==> src/sws_regs.svh <==
`ifndef SWS_REGS_SVH
`define SWS_REGS_SVH

// ---------------------------------------------------------------
// Shutter sequencer timing, in granulated sequencer ticks
// ---------------------------------------------------------------
`define SWS_RESET_TICKS   3'h4
`define SWS_READY_TICKS   3'h2
`define SWS_STABLE_TICKS  3'h5

// ---------------------------------------------------------------
// Granularity divider terminal counts (factor minus one)
// ---------------------------------------------------------------
`define SWS_GRAN_X32      8'h1F
`define SWS_GRAN_X64      8'h3F
`define SWS_GRAN_X128     8'h7F
`define SWS_GRAN_X256     8'hFF

// ---------------------------------------------------------------
// Pixel output latency after column sync, in clocks
// ---------------------------------------------------------------
`define SWS_PIX_LATENCY   5

// ---------------------------------------------------------------
// Reset values
// ---------------------------------------------------------------
`define SWS_CNT_RESET     12'h000
`define SWS_PTR_RESET     11'h000

`endif

==> src/sws_pkg.sv <==
package sws_pkg;

  typedef logic [1:0]  sws_gran_t;
  typedef logic [11:0] sws_cnt_t;
  typedef logic [10:0] sws_ptr_t;

  typedef enum logic [2:0] {
    SWS_IDLE  = 3'b000,
    SWS_ARM   = 3'b001,
    SWS_RSTP  = 3'b010,
    SWS_INTEG = 3'b011,
    SWS_TOUT  = 3'b100,
    SWS_WSTOP = 3'b101,
    SWS_STOP  = 3'b110,
    SWS_PREP  = 3'b111
  } sws_ss_state_e;

endpackage : sws_pkg

==> src/sws_sequencer.sv <==
`timescale 1ns/1ns
`include "sws_regs.svh"

// Operation
// - Kneepoint enable high lowers reset voltage on next shutter-begin.
// - In sync mode, each shutter-begin clears the integration time counter.
// - Stabilisation is five granulated ticks of 32 to 256 clocks.
// - Rolling mode: timeout pulses with the reset-row sync and load.
// - Rolling mode: frame-begin generates read-row sync and load.
// - Rolling mode: reset-row sync after exposure-length lines.
// - Column-load pulse overrides internal sync, loading column pointer.
// - Column-load held over two rising edges; captured on the first.
// - Each frame-begin triggers an amplifier frame calibration.
// - Global reset clears every internal register to zero.
// - Interface select and serial type decode; serial load active low.
// - Final-row flag during last line; pixel-valid during readout.
// - Pixel output valid five clocks after column sync.
module sws_sequencer (
  input  wire logic               clk,               // System pixel clock
  input  wire logic               rst,               // Global reset, high
  input  wire logic               shutter_mode,      // 1 rolling, 0 sync
  input  wire logic               shutter_begin,     // Shutter start strobe
  input  wire logic               shutter_end,       // Shutter stop strobe
  input  wire logic               frame_begin,       // Frame readout begin
  input  wire logic               line_advance,      // Line clock
  input  wire logic               col_load,          // Column pointer load
  input  wire logic [1:0]         kneepoint_sel,     // Reset voltage select
  input  wire logic               kneepoint_en,      // Lowered reset enable
  input  wire sws_pkg::sws_gran_t shutter_seq_granularity, // Tick factor
  input  wire sws_pkg::sws_cnt_t  exposure_length,   // Timer / lines
  input  wire sws_pkg::sws_cnt_t  line_count_limit,  // Lines per frame
  input  wire sws_pkg::sws_cnt_t  pixel_count_limit, // Pixels per line
  input  wire sws_pkg::sws_ptr_t  read_row_pointer,  // Read row start
  input  wire sws_pkg::sws_ptr_t  reset_row_pointer, // Reset row start
  input  wire sws_pkg::sws_ptr_t  col_pointer,       // Column start
  input  wire logic               if_select,         // 1 parallel
  input  wire logic               serial_type_select, // 1 three-wire
  input  wire logic               serial_load_n,     // Three-wire load
  output logic                    time_out,          // Exposure timeout
  output logic                    core_reset,        // Pixel reset phase
  output logic                    lowered_reset,     // Low reset voltage
  output logic [1:0]              reset_level,       // Voltage select
  output logic                    stable_ok,         // Upload allowed
  output logic                    core_readable,     // Readout state
  output sws_pkg::sws_cnt_t       integ_count,       // Integration timer
  output logic                    read_row_sync,     // Read row sync
  output sws_pkg::sws_ptr_t       read_row_ptr_q,    // Loaded read row
  output logic                    reset_row_sync,    // Reset row sync
  output sws_pkg::sws_ptr_t       reset_row_ptr_q,   // Loaded reset row
  output sws_pkg::sws_cnt_t       line_cnt,          // Current line
  output logic                    col_sync,          // Column sync
  output sws_pkg::sws_ptr_t       col_ptr_q,         // Loaded column
  output logic                    final_row_flag,    // Last line active
  output logic                    pixel_valid_flag,  // Pixel readout
  output logic                    pix_out_valid,     // Output sample ready
  output logic                    amp_calib,         // Frame calibration
  output logic                    iface_par,         // Parallel selected
  output logic                    iface_ser3,        // Three-wire selected
  output logic                    iface_ser2,        // Two-wire selected
  output logic                    ser3_load          // Three-wire load
);
  import sws_pkg::*;

  // ---------------------------------------------------------------
  // Strobe sampling
  // ---------------------------------------------------------------
  function automatic logic rose(input logic cur, input logic prev);
    rose = cur & ~prev;
  endfunction : rose

  logic start_q;
  logic stop_q;
  logic frame_q;
  logic line_q;
  logic load_q;

  always_ff @(posedge clk or posedge rst) begin
    if (rst) begin
      start_q <= 1'b0;
      stop_q  <= 1'b0;
      frame_q <= 1'b0;
      line_q  <= 1'b0;
      load_q  <= 1'b0;
    end else begin
      start_q <= shutter_begin;
      stop_q  <= shutter_end;
      frame_q <= frame_begin;
      line_q  <= line_advance;
      load_q  <= col_load;
    end
  end

  wire start_fall = rose(start_q, shutter_begin);
  wire stop_fall  = rose(stop_q, shutter_end);
  wire frame_rise = rose(frame_begin, frame_q);
  wire line_rise  = rose(line_advance, line_q);
  wire line_fall  = rose(line_q, line_advance);
  wire load_rise  = rose(col_load, load_q);

  // ---------------------------------------------------------------
  // Interface selection decode
  // ---------------------------------------------------------------
  assign iface_par  = if_select;
  assign iface_ser3 = ~if_select & serial_type_select;
  assign iface_ser2 = ~if_select & ~serial_type_select;
  assign ser3_load  = iface_ser3 & ~serial_load_n;

  // ---------------------------------------------------------------
  // Synchronous shutter sequencer
  // ---------------------------------------------------------------
  sws_ss_state_e state;
  sws_ss_state_e next_state;
  logic [2:0]    phase_cnt;
  logic [2:0]    stable_cnt;
  logic          tick;

  sws_gran_div u_gran (
    .clk     (clk),
    .rst     (rst),
    .restart (state == SWS_ARM),
    .gran    (shutter_seq_granularity),
    .tick    (tick)
  );

  wire rst_done  = tick & (phase_cnt == `SWS_RESET_TICKS - 3'h1);
  wire prep_done = tick & (phase_cnt == `SWS_READY_TICKS - 3'h1);
  wire integ_hit = integ_count == exposure_length;

  // In sync mode, shutter-begin restarts from any state so multi-slope resets work
  always_comb begin
    next_state = state;
    if (!shutter_mode && shutter_begin) begin
      next_state = SWS_ARM;
    end else begin
      unique case (state)
        SWS_IDLE:  next_state = SWS_IDLE;
        SWS_ARM:   next_state = start_fall ? SWS_RSTP : SWS_IDLE;
        SWS_RSTP:  if (rst_done) next_state = SWS_INTEG;
        SWS_INTEG: if (tick && integ_hit) next_state = SWS_TOUT;
        SWS_TOUT:  if (tick) next_state = SWS_WSTOP;
        SWS_WSTOP: if (shutter_end) next_state = SWS_STOP;
        SWS_STOP:  if (stop_fall) next_state = SWS_PREP;
        SWS_PREP:  if (prep_done) next_state = SWS_IDLE;
      endcase
    end
  end

  always_ff @(posedge clk or posedge rst) begin
    if (rst) begin
      state <= SWS_IDLE;
    end else begin
      state <= next_state;
    end
  end

  always_ff @(posedge clk or posedge rst) begin
    if (rst) begin
      phase_cnt <= 3'h0;
    end else if (state != next_state) begin
      phase_cnt <= 3'h0;
    end else if (tick) begin
      phase_cnt <= phase_cnt + 3'h1;
    end
  end

  // Timer counts granulated ticks once the reset phase is over
  always_ff @(posedge clk or posedge rst) begin
    if (rst) begin
      integ_count <= `SWS_CNT_RESET;
    end else if (!shutter_mode && shutter_begin) begin
      integ_count <= `SWS_CNT_RESET;
    end else if (state == SWS_INTEG && tick && !integ_hit) begin
      integ_count <= integ_count + 12'h001;
    end
  end

  // Kneepoint bits are taken when shutter-begin ends
  always_ff @(posedge clk or posedge rst) begin
    if (rst) begin
      lowered_reset <= 1'b0;
      reset_level   <= 2'h0;
    end else if (state == SWS_ARM && start_fall) begin
      lowered_reset <= kneepoint_en;
      reset_level   <= kneepoint_sel;
    end
  end

  // Uploads before five ticks would disturb the running reset
  always_ff @(posedge clk or posedge rst) begin
    if (rst) begin
      stable_cnt <= 3'h0;
    end else if (state == SWS_ARM) begin
      stable_cnt <= 3'h0;
    end else if (tick && stable_cnt != `SWS_STABLE_TICKS) begin
      stable_cnt <= stable_cnt + 3'h1;
    end
  end

  assign stable_ok     = stable_cnt == `SWS_STABLE_TICKS;
  assign core_reset    = state == SWS_RSTP;
  assign core_readable = state == SWS_IDLE;

  // ---------------------------------------------------------------
  // Rolling shutter row pointers and line count
  // ---------------------------------------------------------------
  wire [11:0] next_line = line_cnt + 12'h001;
  wire        expo_hit  = shutter_mode & line_rise
                          & (next_line == exposure_length);

  always_ff @(posedge clk or posedge rst) begin
    if (rst) begin
      line_cnt        <= `SWS_CNT_RESET;
      read_row_sync   <= 1'b0;
      reset_row_sync  <= 1'b0;
      read_row_ptr_q  <= `SWS_PTR_RESET;
      reset_row_ptr_q <= `SWS_PTR_RESET;
      amp_calib       <= 1'b0;
    end else begin
      read_row_sync  <= frame_rise;
      reset_row_sync <= expo_hit;
      amp_calib      <= frame_rise;
      if (frame_rise) begin
        line_cnt       <= `SWS_CNT_RESET;
        read_row_ptr_q <= read_row_pointer;
      end else if (line_rise) begin
        line_cnt <= next_line;
      end
      if (expo_hit) begin
        reset_row_ptr_q <= reset_row_pointer;
      end
    end
  end

  // Rolling mode reuses the timeout pin to mark the reset-row sync
  assign time_out = shutter_mode ? reset_row_sync
                                 : (state == SWS_TOUT);

  // ---------------------------------------------------------------
  // Column sync, pixel readout and last line
  // ---------------------------------------------------------------
  logic [11:0]                 pix_cnt;
  logic [`SWS_PIX_LATENCY-1:0] pix_dly;

  wire next_col_sync = load_rise | (line_fall & ~col_load);
  wire pix_done      = pixel_valid_flag
                       & (pix_cnt == pixel_count_limit);

  always_ff @(posedge clk or posedge rst) begin
    if (rst) begin
      col_sync         <= 1'b0;
      col_ptr_q        <= `SWS_PTR_RESET;
      pixel_valid_flag <= 1'b0;
      pix_cnt          <= `SWS_CNT_RESET;
      final_row_flag   <= 1'b0;
    end else begin
      col_sync <= next_col_sync;
      if (next_col_sync) begin
        col_ptr_q        <= col_pointer;
        pixel_valid_flag <= 1'b1;
        pix_cnt          <= `SWS_CNT_RESET;
      end else if (pix_done) begin
        pixel_valid_flag <= 1'b0;
      end else if (pixel_valid_flag) begin
        pix_cnt <= pix_cnt + 12'h001;
      end
      if (line_rise && next_line == line_count_limit) begin
        final_row_flag <= 1'b1;
      end else if (line_fall || frame_rise) begin
        final_row_flag <= 1'b0;
      end
    end
  end

  // Delay line keeps the sample strobe aligned to the analog pipe
  always_ff @(posedge clk or posedge rst) begin
    if (rst) begin
      pix_dly <= '0;
    end else begin
      pix_dly <= {pix_dly[`SWS_PIX_LATENCY-2:0], col_sync};
    end
  end

  assign pix_out_valid = pix_dly[`SWS_PIX_LATENCY-1];
endmodule : sws_sequencer

==> src/sws_gran_div.sv <==
`timescale 1ns/1ns
`include "sws_regs.svh"

module sws_gran_div (
  input  wire logic           clk,     // System clock
  input  wire logic           rst,     // Async reset, high
  input  wire logic           restart, // Hold divider at phase 0
  input  wire sws_pkg::sws_gran_t gran, // Granularity code
  output logic                tick     // One-cycle enable
);
  import sws_pkg::*;

  logic [7:0] cnt;
  wire  [7:0] last_cnt;
  wire        at_last;

  assign last_cnt = (gran == 2'h0) ? `SWS_GRAN_X32  :
                    (gran == 2'h1) ? `SWS_GRAN_X64  :
                    (gran == 2'h2) ? `SWS_GRAN_X128 : `SWS_GRAN_X256;
  assign at_last  = (cnt >= last_cnt);

  // Restart aligns the tick grid to the end of shutter-begin
  always_ff @(posedge clk or posedge rst) begin
    if (rst) begin
      cnt  <= 8'h00;
      tick <= 1'b0;
    end else if (restart) begin
      cnt  <= 8'h00;
      tick <= 1'b0;
    end else begin
      cnt  <= at_last ? 8'h00 : cnt + 8'h01;
      tick <= at_last;
    end
  end

endmodule : sws_gran_div

==> config.mk <==
export PLATFORM = sky130hd
export DESIGN_NAME = sws_sequencer
export DESIGN_NICKNAME = d
export VERILOG_FILES = /design/src/sws_pkg.sv /design/src/sws_sequencer.sv /design/src/sws_gran_div.sv
export VERILOG_INCLUDE_DIRS = /design/src /design/src/src
export SDC_FILE = /design/constraint.sdc
export NUM_CORES = 1
export LEC_CHECK = 0
export BUFFER_PORTS_ARGS = -buffer_cell sky130_fd_sc_hd__buf_2
export CELL_PAD_IN_SITES_DETAIL_PLACEMENT = 1
export CELL_PAD_IN_SITES_GLOBAL_PLACEMENT = 2
export CORE_MARGIN = 8
export CORE_UTILIZATION = 25
export DETAILED_ROUTE_END_ITERATION = 10
export GPL_ROUTABILITY_DRIVEN = 1
export GPL_TIMING_DRIVEN = 0
export PLACE_DENSITY = 0.72
export SLEW_MARGIN = 5
export SYNTH_ARGS = -nofsm -noshare
export SYNTH_HDL_FRONTEND = slang
export SYNTH_SLANG_ARGS = --single-unit
==> constraint.sdc <==
create_clock -name clk -period 7.91 [get_ports clk]
set_input_delay 0.3955 -clock clk [delete_from_list [all_inputs] [get_ports clk]]
set_output_delay 0.3955 -clock clk [all_outputs]
set_load 0.02 [all_outputs]
* Yosys cells after proc, flatten, opt, wreduce, memory -nomap -nowiden
Cells that the tools add are included.
** Cells by class
- $add $sub $neg :: 6
- $lt $le $gt $ge :: 1
- Eq/ne operators :: 19
- Multiplexer cells :: 31
- Bitwise operators :: 26
- Reduce and logical (&&, ||, !) cells :: 20
** Operator list (count)
- $mux W12 :: 7
- $eq A12 B12 Y1 :: 4
- $mux W8 :: 5
- $add A12 B1 Y12 const B :: 3
- $mux W3 :: 11
- $pmux W3 S8 :: 1
- $and A1 B1 Y1 :: 15
- $eq A3 B3 Y1 const B :: 5
- $reduce_bool A2 Y1 :: 7
- $not A1 Y1 :: 10
- $eq A3 B2 Y1 const B :: 3
- $add A8 B1 Y8 const B :: 1
- $ge A8 B8 Y1 :: 1
- $logic_and A1 B1 Y1 :: 7
- $add A3 B1 Y3 const B :: 2
- $eq A3 B1 Y1 const B :: 2
- $mux W1 :: 6
- $logic_not A3 Y1 :: 1
- $ne A3 B3 Y1 :: 1
- $ne A3 B3 Y1 const B :: 1
- $eq A2 B1 Y1 const B :: 1
- $eq A2 B2 Y1 const B :: 1
- $logic_not A1 Y1 :: 2
- $logic_not A2 Y1 :: 1
- 5 further kinds :: 5
** Word-level totals
- Register bits after elaboration :: 105
- Input port bits :: 85
- Output and inout port bits :: 75
- Logic and storage cells :: 127

* Depth between registers and ports, before layout
Gate-level depths: netlist of the first run.
- Depth after elaboration :: 7
- Gate-level depth with buffers :: 9
- Gate-level depth less buffers :: 8

* By module
A second synthesis of the first run with hierarchy kept.
** Unflattened totals
- Cells, all modules :: 534
- Area total of the unflattened synthesis :: 5614.1 µm²
** Modules (own cells, without submodules)
- sws_sequencer :: times used 1, cells each 485, area an instance 5113.7 µm², sequential area each 2402.3 µm²
- sws_gran_div :: times used 1, cells each 49, area an instance 500.5 µm², sequential area each 225.2 µm²

* Worst setup path after synthesis of the first run
OpenSTA, ideal clock, no wires.
- Path kind :: reg-to-reg
- Start point :: reg line_cnt[1]
- End point :: reg reset_row_ptr_q[0]
- Setup time :: 0.125 ns
- Arrival time :: 2.365 ns
- Required time :: 7.785 ns
- Setup slack :: 5.420 ns
- Stages on the path, launching flop included :: 10
- Path buffers :: 2
- Clock period less this slack :: 2.490 ns
- Path through :: dfrtp_1 ha_1 buf_4 nand3_2 xor2_1 o32ai_2 a2111oi_4 nand4_2 buf_6 mux2_4
** On the way
- Longest elaborated chain between the ends :: 3
** RTL lines
- start, declared :: line sws_sequencer.sv:50 : output sws_pkg::sws_cnt_t line_cnt,
- start signal, assigned :: line sws_sequencer.sv:212 : line_cnt <= `SWS_CNT_RESET;
- start signal, assigned :: line sws_sequencer.sv:223 : line_cnt <= `SWS_CNT_RESET;
- start signal, assigned :: line sws_sequencer.sv:226 : line_cnt <= next_line;
- $add A12 B1 Y12 :: line sws_sequencer.sv:206 : wire [11:0] next_line = line_cnt + 12'h001;
- $eq A12 B12 Y1 :: line sws_sequencer.sv:208 : & (next_line == exposure_length);
- $and A1 B1 Y1 :: line sws_sequencer.sv:208
- end signal, assigned :: line sws_sequencer.sv:216 : reset_row_ptr_q <= `SWS_PTR_RESET;
- end signal, assigned :: line sws_sequencer.sv:229 : reset_row_ptr_q <= reset_row_pointer;
- end, declared :: line sws_sequencer.sv:49 : output sws_pkg::sws_ptr_t reset_row_ptr_q,
No other way between the ends.
A chain may end at the register's enable or synchronous reset.

* Final worst setup path of the first run
- Start point :: reg line_cnt[1]
- End point :: reg reset_row_ptr_q[6]
Same word-level chain as after synthesis.

==> results of run 1 <==
## sequential cells by signal, indices dropped and copies added (netlist names), 2 cells and up
register / flops
reset_row_ptr_q: 11
pix_dly: 5
col_ptr_q: 11
u_gran.cnt: 8
stable_cnt: 3
state: 3
line_cnt: 12
pix_cnt: 12
reset_level: 2
phase_cnt: 3
read_row_ptr_q: 11
integ_count: 12
## area by class of cell
type                       instances  share of cell area, %
inverter                          19                  1.060
buffer                            26                  2.119
antenna                            1                0.03474
sequential                       105                  36.48
tap                              285                  4.950
timing repair buffer             160                  11.43
multi-input combinational        391                  39.50
clock inverter                     7                  1.303
clock buffer                       9                  3.127
## worst register-to-register path, delay by kind of cell (launching register included)
kind,cells,cell delay [ns]
flip-flops,1,0.45
multiplexers,1,0.31
AO/OA/AOI/OAI,2,0.53
buffers and inverters,2,0.41
AND/OR/NAND/NOR,2,0.32
adder cells (fa/ha/maj),1,0.21
XOR/XNOR,1,0.45
## metrics by stage
stage / instances / area (sq um)
3_5_place_dp: 986 / 6882
5_1_grt: 1003 / 7203
2_1_floorplan: 541 / 5697
6_report: 1003 / 7203
3_3_place_gp: 985 / 6849
4_1_cts: 1002 / 7201
## synthesized netlist by cell type, types with 4 or more instances
master | instances | area [sq um]
a21oi_1 | 15 | 75.07
nor3_1 | 16 | 80.08
o211ai_1 | 4 | 30.03
mux2_2 | 20 | 225.2
and3_1 | 4 | 25.02
nand2_1 | 36 | 135.1
buf_6 | 5 | 56.30
nand3_1 | 12 | 60.06
nand4_1 | 14 | 87.58
buf_4 | 4 | 30.03
mux2_1 | 6 | 67.56
clkbuf_1 | 14 | 52.55
mux2i_1 | 4 | 40.04
ha_1 | 12 | 150.1
xor2_1 | 20 | 175.2
inv_1 | 19 | 71.32
nor2_1 | 60 | 225.2
nand3b_1 | 4 | 30.03
or3_1 | 7 | 43.79
xnor2_1 | 63 | 551.8
o21ai_0 | 11 | 55.05
mux2_4 | 10 | 150.1
nor2b_1 | 6 | 37.54
dfrtp_1 | 105 | 2628
nor4_1 | 7 | 43.79
nand2b_1 | 6 | 37.54
## logic make-up after synthesis
| group | after synthesis |
|---|---|
| compound gates | 61 |
| xor+xnor | 85 |
| fa+ha+maj | 12 |
| buf+inv | 45 |
| flops | 105 |
| mux | 40 |
| simple gates | 193 |
## layer usage
metal	GRT usage [%]	vias to the layer above	wire (um)
li1	-	2211	-
met1	15.42	2254	7748
met2	20.16	103	8077
met3	3.286	21	906
met4	4.505	0	345
met5	0	-	0
## power by group through the flow
stage,Clock [W],Combinational [W],Sequential (W)
floorplan,0,0.000109,0.000641
global placement,0,0.000222,0.000615
detailed placement,0,0.000228,0.000617
CTS,0.000495,0.000229,0.000606
global route,0.000513,0.000246,0.000612
finish,0.000474,0.000223,0.000605
## path summary, 6_finish.rpt
check	slack, ns	endpoint	cells after the start
setup / recovery	5.14	reset_row_ptr_q[6]	9
hold / removal	0.08	reset_level[0]	2
setup reg to reg	5.14	reset_row_ptr_q[6]	9
hold reg to reg	0.35	pix_dly[4]	0
max in group asynchronous	7.16	load_q	3
min in group clk	0.15	frame_q	1
==> impl_metrics.toml, run 1 <==
[run_status]
status = "finished clean"

[clock_tree]
cts_buffer_depth = 2
tritoncts = "built"
post_cts.repair.setup_buffers = 0
htreeDepth = 3
clk_latency_ns = 0.37
clk_pin_slew_ns = 0.09
hold_buffers = 0
clock-root-buffer = "clkbuf_16"
cts_sinks = 105
cts.repair.resized = 0
cts_inserted_buffers = 9

[drt]
wirelength_um = 17080
dr_total_vias = 4589
viasPerCell = 4.575
postRouteAntennaNets = 0
dr.pass1.iters = 4
drc = 0
wl_per_cell_um = 17.03
drt_iter0_markers = 167

[synth]
ys_ff_latch = 105
synth_xor_area_share_pct = 13.44
synth_top_family_by_area = "simple AND/OR/NAND/NOR gates"
yosys.area_share.simple_pct = 17.57
synthCells = 541
async_flop_share_pct = 100.0
synthAdderAreaFrac_pct = 2.636
synth_seq_area_share_pct = 46.12
syn_area_sq_mm = 0.005697
ys_types = 60
synthesis.nets = 638
synth_ff_type = "dfrtp_1"
synth_edf_count = 0
synth_area_per_cell_sq_um = 10.53
ys_warn_count = 0
synth_compound_area_share_pct = 7.819
synthMuxAreaShare_pct = 8.478

[pwr]
p_switching_w = 0.0004039
p_leak_nw = 3.287
report.power.total_w = 0.001302
power_frac_clock_pct = 36.4
p_seq_share_pct = 46.5
power_frac_comb_pct = 17.1
p_int_w = 0.0008985
p_sw_share_pct = 31.01
ir_worst_vdd_v = 0.0001012
p_per_area_mw_per_mm2 = 180.8

[setup_path]
path_max_fanout = 10
arrival_ns = 3.03
r2r_start = "line_cnt[1]"
startpoint = "line_cnt[1]"
cp_cell_sequence = "ha_1, buf_4, nand3_2, xor2_1, o32ai_2, a2111oi_4, nand4_2, buf_6, mux2_4"
critPathMaxStageDelay_ns = 0.45
path_buf_inv = 2
crit_required_ns = 8.17
critPathTopFamily = "compound AO/OA/AOI/OAI gates"
start_kind = "flop"
cpMaxStageDelayCell = "dfrtp_1"
setup.worst_path.class = "reg2reg"
end_kind = "flop"

[timing]
maxSlewHeadroom_pct = 38.13
setup_viol = 0
clock-skew-final_ns = 0.01310
hold_ws_ns = 0.07905
clock.fmax_ghz = 0.3610
worstMarginPinSlew_ns = 0.9210
finalCriticalPeriod_ns = 2.770
rsz0062_at_grt = "false"
fin_ws_ns = 5.140
setup-tns-final_ns = 0
period_share_pct = 35.02
hold_viol = 0
slew_viol_final = 0

[die]
die_h_um = 167.0
die_w_um = 167.0
rows = 55
core_area_sq_mm = 0.02250
start_util_pct = 25.32
die_area_sq_mm = 0.02787
io_pins = 160

[layout]
final_util_pct = 32.01
fillerInstances = 2592
syn_to_final_growth_pct = 26.44
layout_common_cells = "buf_2, dfrtp_1, xnor2_1"
multi_input_area_sq_mm = 0.002845
ff_latch_area_sq_mm = 0.002628
final_nets = 809
final_common_cell = "buf_2"
drive_gt1_share_pct = 32.22

[grt]
grt_max_degree = 58
track_usage_pct = 12.35
antenna_found_initial = 1
overflow = 0
grt_pass1_vias = 4998
grt_pass1_wl_um = 27740

[placement]
hpwl_um = 13280
post-place-ws_ns = 5.102
port_buffers = 159
gp_congestion = 0.7674

[job]
drv_cap = 0

[hold_path]
worstHoldPathType = "in2async"
No activity file was read; power rests on OpenSTA's default activity.
==> inputs of run 2 (changes only) <==
- clock period: 7.91 -> 2.6 ns (I/O delays scaled with it)
==> run 2 against run 1 <==
  * Via count up 3.3%
  * Clock-buffer cell count did not move
  * Critical path type unchanged
  * Critical endpoint is now reset_row_ptr_q[3]
  * Maximum frequency is 12% higher
  * Non-clock buffer count rose by 46
  * Largest cell class unchanged
  * Design area grew 7.6%
  * Setup slack got worse by 5.0 ns
==> impl_metrics.toml, run 2 (same netlist as run 1, synthesis figures left out) <==
[run_status]
status = "finished clean"

[pwr]
p_per_area_mw_per_mm2 = 528.4
p_leak_nw = 3.493
ir_worst_vdd_v = 0.0002903

[grt]
use_met1_pct = 16.41
grt_max_degree = 36
grt_pass1_vias = 5220
top_usage_layer = "met2"
track_usage_pct = 13.20
overflow = 0
grt_pass1_wl_um = 29600
antenna_found_initial = 0
grtUsageMet2_pct = 22.68
grt_util_met3_pct = 2.790

[layout]
final_cell_count_no_fill = 1048
fillerInstances = 2566
multi_input_area_sq_mm = 0.002912
drive_gt1_share_pct = 32.50
diodes = 0
final_common_cell = "buf_2"
ff_latch_area_sq_mm = 0.002631
final_area_sq_mm = 0.007754
layout_common_cells = "buf_2, dfrtp_1, xnor2_1"
syn_to_final_growth_pct = 36.11
reg_top3 = "integ_count (12), line_cnt (12), pix_cnt (12)"
final_nets = 855

[hold_path]
worstHoldPathType = "in2reg"

[timing]
finalCriticalPeriod_ns = 2.470
clock-skew-final_ns = 0.01201
setup_viol = 0
hold_viol = 0
rsz0062_at_grt = "false"
worstMarginPinSlew_ns = 0.6354
clock.fmax_ghz = 0.4049
slew_viol_final = 0
maxSlewHeadroom_pct = 57.36
period_share_pct = 94.99

[die]
io_pins = 160
die_h_um = 167.0
die_area_sq_mm = 0.02787
rows = 55
die_w_um = 167.0
start_util_pct = 25.32
core_area_sq_mm = 0.02250

[setup_path]
critPathMaxStageDelay_ns = 0.46
critPathTopFamily = "simple AND/OR/NAND/NOR gates"
reg2reg_depth = 8
end_kind = "flop"
r2r_start = "line_cnt[1]"
r2r-end = "reset_row_ptr_q[3]"
start_kind = "flop"
crit_required_ns = 2.85
setup.worst_path.class = "reg2reg"
arrival_ns = 2.72
cp.depth = 8
critPathCapture = "reset_row_ptr_q[3]"
path_buf_inv = 1
path_max_fanout = 10
cp_cell_sequence = "ha_1, xnor2_1, and4_1, o21ai_0, nor3_1, nand4_4, buf_8, mux2_4"
reg2reg_slack_ns = 0.13
startpoint = "line_cnt[1]"
cpMaxStageDelayCell = "dfrtp_2"

[placement]
port_buffers = 159
dp_cells = 988
gp_congestion = 0.7794
placed_area_sq_mm = 0.006913
hpwl_um = 13660

[drt]
postRouteAntennaNets = 0
drt_iter0_markers = 162
drc = 0
wirelength_um = 17960
dr.pass1.iters = 4
viasPerCell = 4.523
wl_per_cell_um = 17.13
dr_total_vias = 4740

[clock_tree]
cts_buffer_depth = 2
htreeDepth = 3
cts_inserted_buffers = 9
clock-root-buffer = "clkbuf_16"
clk_latency_ns = 0.36
tritoncts = "built"
cts_sinks = 105
clk_pin_slew_ns = 0.09

[job]
drv_cap = 0
run 2: worst min-delay path by stage:
stage                             start                 to  slack, ns  cells after the start
finish              read_row_pointer[6]  read_row_ptr_q[6]       0.02                      2
global route        read_row_pointer[6]  read_row_ptr_q[6]     0.0002                      2
CTS                 read_row_pointer[6]  read_row_ptr_q[6]      0.005                      2
detailed placement                  rst     reset_level[0]       0.07                      2
global placement            frame_begin            frame_q       0.25                      1
floorplan                   frame_begin            frame_q       0.16                      0
run 2: report_power, final:
| group | switching (W) | internal [W] | leakage, nW |
|---|---|---|---|
| combinational | 0.000412 | 0.000331 | 1.97 |
| clock | 0.000725 | 0.000786 | 0.160 |
| sequential | 0.0000904 | 0.00175 | 1.37 |
run 2: what timing repair did:
item / in CTS / in global routing
buffers inserted: 0 / 3
hold endpoints to repair: 113 / 0
endpoints found under the setup margin: 11 / 19
gates cloned: 0 / 0
pin swaps: 0 / 1
hold buffers: 41 / 0
gates resized for setup: 4 / 11
run 2: layout make-up:
type | instances | share of cell area (%)
multi-input combinational | 391 | 37.55
sequential | 105 | 33.94
timing repair buffer | 206 | 16.62
tap | 285 | 4.599
clock buffer | 9 | 2.905
buffer | 26 | 2.033
clock inverter | 7 | 1.388
inverter | 19 | 0.9682
run 2: layer usage:
metal / vias up / share of wire (%)
met5: - / 0
met4: 0 / 1.6
met3: 19 / 3.5
met2: 85 / 50
met1: 2336 / 45
li1: 2300 / -
run 2: through the flow:
stage	utilization (%)	power, W	hold slack [ns]	setup TNS, ns	setup WS [ns]
final	34.46	0.004097	0.02374	0	0.1302
after global routing	34.46	0.004331	0.0002183	0	0.02024
after CTS	34.12	0.004178	0.004710	0	0.002116
after detailed placement	30.72	0.002575	0.07296	-2.280	-0.2320
after global placement	30.45	0.002549	0.2504	-1.585	-0.1606
after floorplan	-	0.002283	0.1614	0	0.1099
==> inputs of run 3 (changes only) <==
- CTS_CLUSTER_DIAMETER: not set -> 200
- PLACE_DENSITY: 0.72 -> 0.75
- TNS_END_PERCENT: not set -> 30
==> run 3 against run 2 <==
  * Clock-buffer cell count is 1 higher
  * Design area fell by 0.77%
  * Combinational power barely moved
  * Sequential power is essentially flat
  * Critical path depth rose by 1
  * Sequential cell count unchanged
  * Maximum frequency shrank 2.7%
  * Largest cell class unchanged
  * Non-clock buffer count shrank 3
  * Critical path type unchanged
  * Highest routed layer unchanged
  * Total power down 1.9%
==> impl_metrics.toml, run 3 (same netlist as run 1, synthesis figures left out) <==
[run_status]
status = "finished clean"

[drt]
drc = 0
wirelength_um = 17950
dr_total_vias = 4720
postRouteAntennaNets = 0
drt_iter0_markers = 155
dr.pass1.iters = 4
wl_per_cell_um = 17.17
viasPerCell = 4.517

[timing]
setup_viol = 0
hold_viol = 0
finalCriticalPeriod_ns = 2.539
worstMarginPinSlew_ns = 0.8976
maxSlewHeadroom_pct = 39.70
rsz0062_at_grt = "true"
slew_viol_final = 0
fin_ws_ns = 0.06054
clock-skew-final_ns = 0.01170
period_share_pct = 97.67
clock.fmax_ghz = 0.3938

[job]
drv_cap = 0

[hold_path]
worstHoldPathType = "in2reg"
worstHoldPathCells = 2
min_to = "reset_level[0]"
min_from = "kneepoint_sel[0]"

[clock_tree]
clk_latency_ns = 0.36
cts_sinks = 105
htreeDepth = 3
cts_inserted_buffers = 9
tritoncts = "built"
clock-root-buffer = "clkbuf_16"
clk_pin_slew_ns = 0.08
cts_buffer_depth = 2

[setup_path]
path_max_fanout = 10
crit_required_ns = 2.84
arrival_ns = 2.78
reg2reg_depth = 9
end_kind = "flop"
start_kind = "flop"
reg2reg_slack_ns = 0.06
r2r-end = "reset_row_ptr_q[7]"
setup.worst_path.class = "reg2reg"
r2r_start = "line_cnt[1]"

[layout]
final_nets = 852
layout_common_cells = "buf_2, dfrtp_1, xnor2_1"
syn_to_final_growth_pct = 35.05
drive_gt1_share_pct = 32.37
fillerInstances = 2572
diodes = 0
final_util_pct = 34.19
reg_top3 = "integ_count (12), line_cnt (12), pix_cnt (12)"
final_common_cell = "buf_2"

[placement]
port_buffers = 159
hpwl_um = 13630
gp_congestion = 0.7976
post-place-ws_ns = -0.2165

[die]
die_h_um = 167.0
die_area_sq_mm = 0.02787
core_area_sq_mm = 0.02250
start_util_pct = 25.32
rows = 55
die_w_um = 167.0
io_pins = 160

[pwr]
p_per_area_mw_per_mm2 = 522.2
p_leak_nw = 3.467
ir_worst_vdd_v = 0.0002868

[grt]
grt_pass1_wl_um = 29670
grt_max_degree = 36
grt_pass1_vias = 5305
track_usage_pct = 13.20
antenna_found_initial = 0
overflow = 0
run 3: stage by stage:
stage	setup TNS [ns]	cell area [sq um]	total power, W	std cells	hold slack, ns
3_3_place_gp	-1.630	6853	0.002542	985	0.2541
6_report	0	7694	0.004018	1045	0.01976
5_1_grt	-0.005113	7694	0.004237	1045	0.00005251
4_1_cts	0	7644	0.004090	1044	0.0007498
3_5_place_dp	-2.157	6913	0.002572	988	0.1819
2_1_floorplan	0	5700	0.002283	541	0.1614
run 3: critical path, stage by stage (launching register included):
cell and delay (ns):
dfrtp_2 0.46, ha_1 0.19, buf_4 0.18, nand3_2 0.12, xor2_4 0.24, o32ai_2 0.14, a2111oi_4 0.33, nand4_2 0.23
buf_6 0.23, mux2_4 0.31
run 3: worst max-delay path by stage:
stage / cells after the start / to / slack, ns / start
global placement: 9 / reset_row_ptr_q[0] / -0.17 / line_cnt[1]
CTS: 8 / reset_row_ptr_q[7] / 0.006 / line_cnt[4]
finish: 9 / reset_row_ptr_q[7] / 0.06 / line_cnt[1]
floorplan: 9 / reset_row_ptr_q[0] / 0.11 / line_cnt[1]
detailed placement: 9 / reset_row_ptr_q[7] / -0.22 / line_cnt[1]
global route: 9 / reset_row_ptr_q[7] / -0.005 / line_cnt[1]
run 3: layout make-up:
class,instances,area (sq um),area share [%]
clock buffer,10,239.0,3.106
buffer,26,153.9,2.000
timing repair buffer,203,1264,16.43
tap,285,356.6,4.635
inverter,19,75.07,0.9758
multi-input combinational,391,2903,37.73
sequential,105,2631,34.20
clock inverter,6,71.32,0.9270
run 3: power by group:
part	switching [W]	total, W	internal (W)
Sequential	0.0000892	0.00184	0.00175
Clock	0.000723	0.00143	0.000712
Combinational	0.000411	0.000741	0.000330
run 3: metal layers:
layer | GRT usage, % | up-vias | part of all wire (%)
met1 | 15.95 | 2306 | 44
met5 | 0 | - | 0
met3 | 2.884 | 20 | 3.9
met2 | 22.84 | 97 | 50
li1 | - | 2297 | -
met4 | 4.465 | 0 | 2.0
run 3: timing repair:
action / in CTS / in global routing
resized for setup: 3 / 10
pin swaps: 0 / 2
endpoints found under the hold margin: 55 / 0
endpoints found under the setup margin: 11 / 19
buffers inserted: 0 / 1
hold buffers: 40 / 0
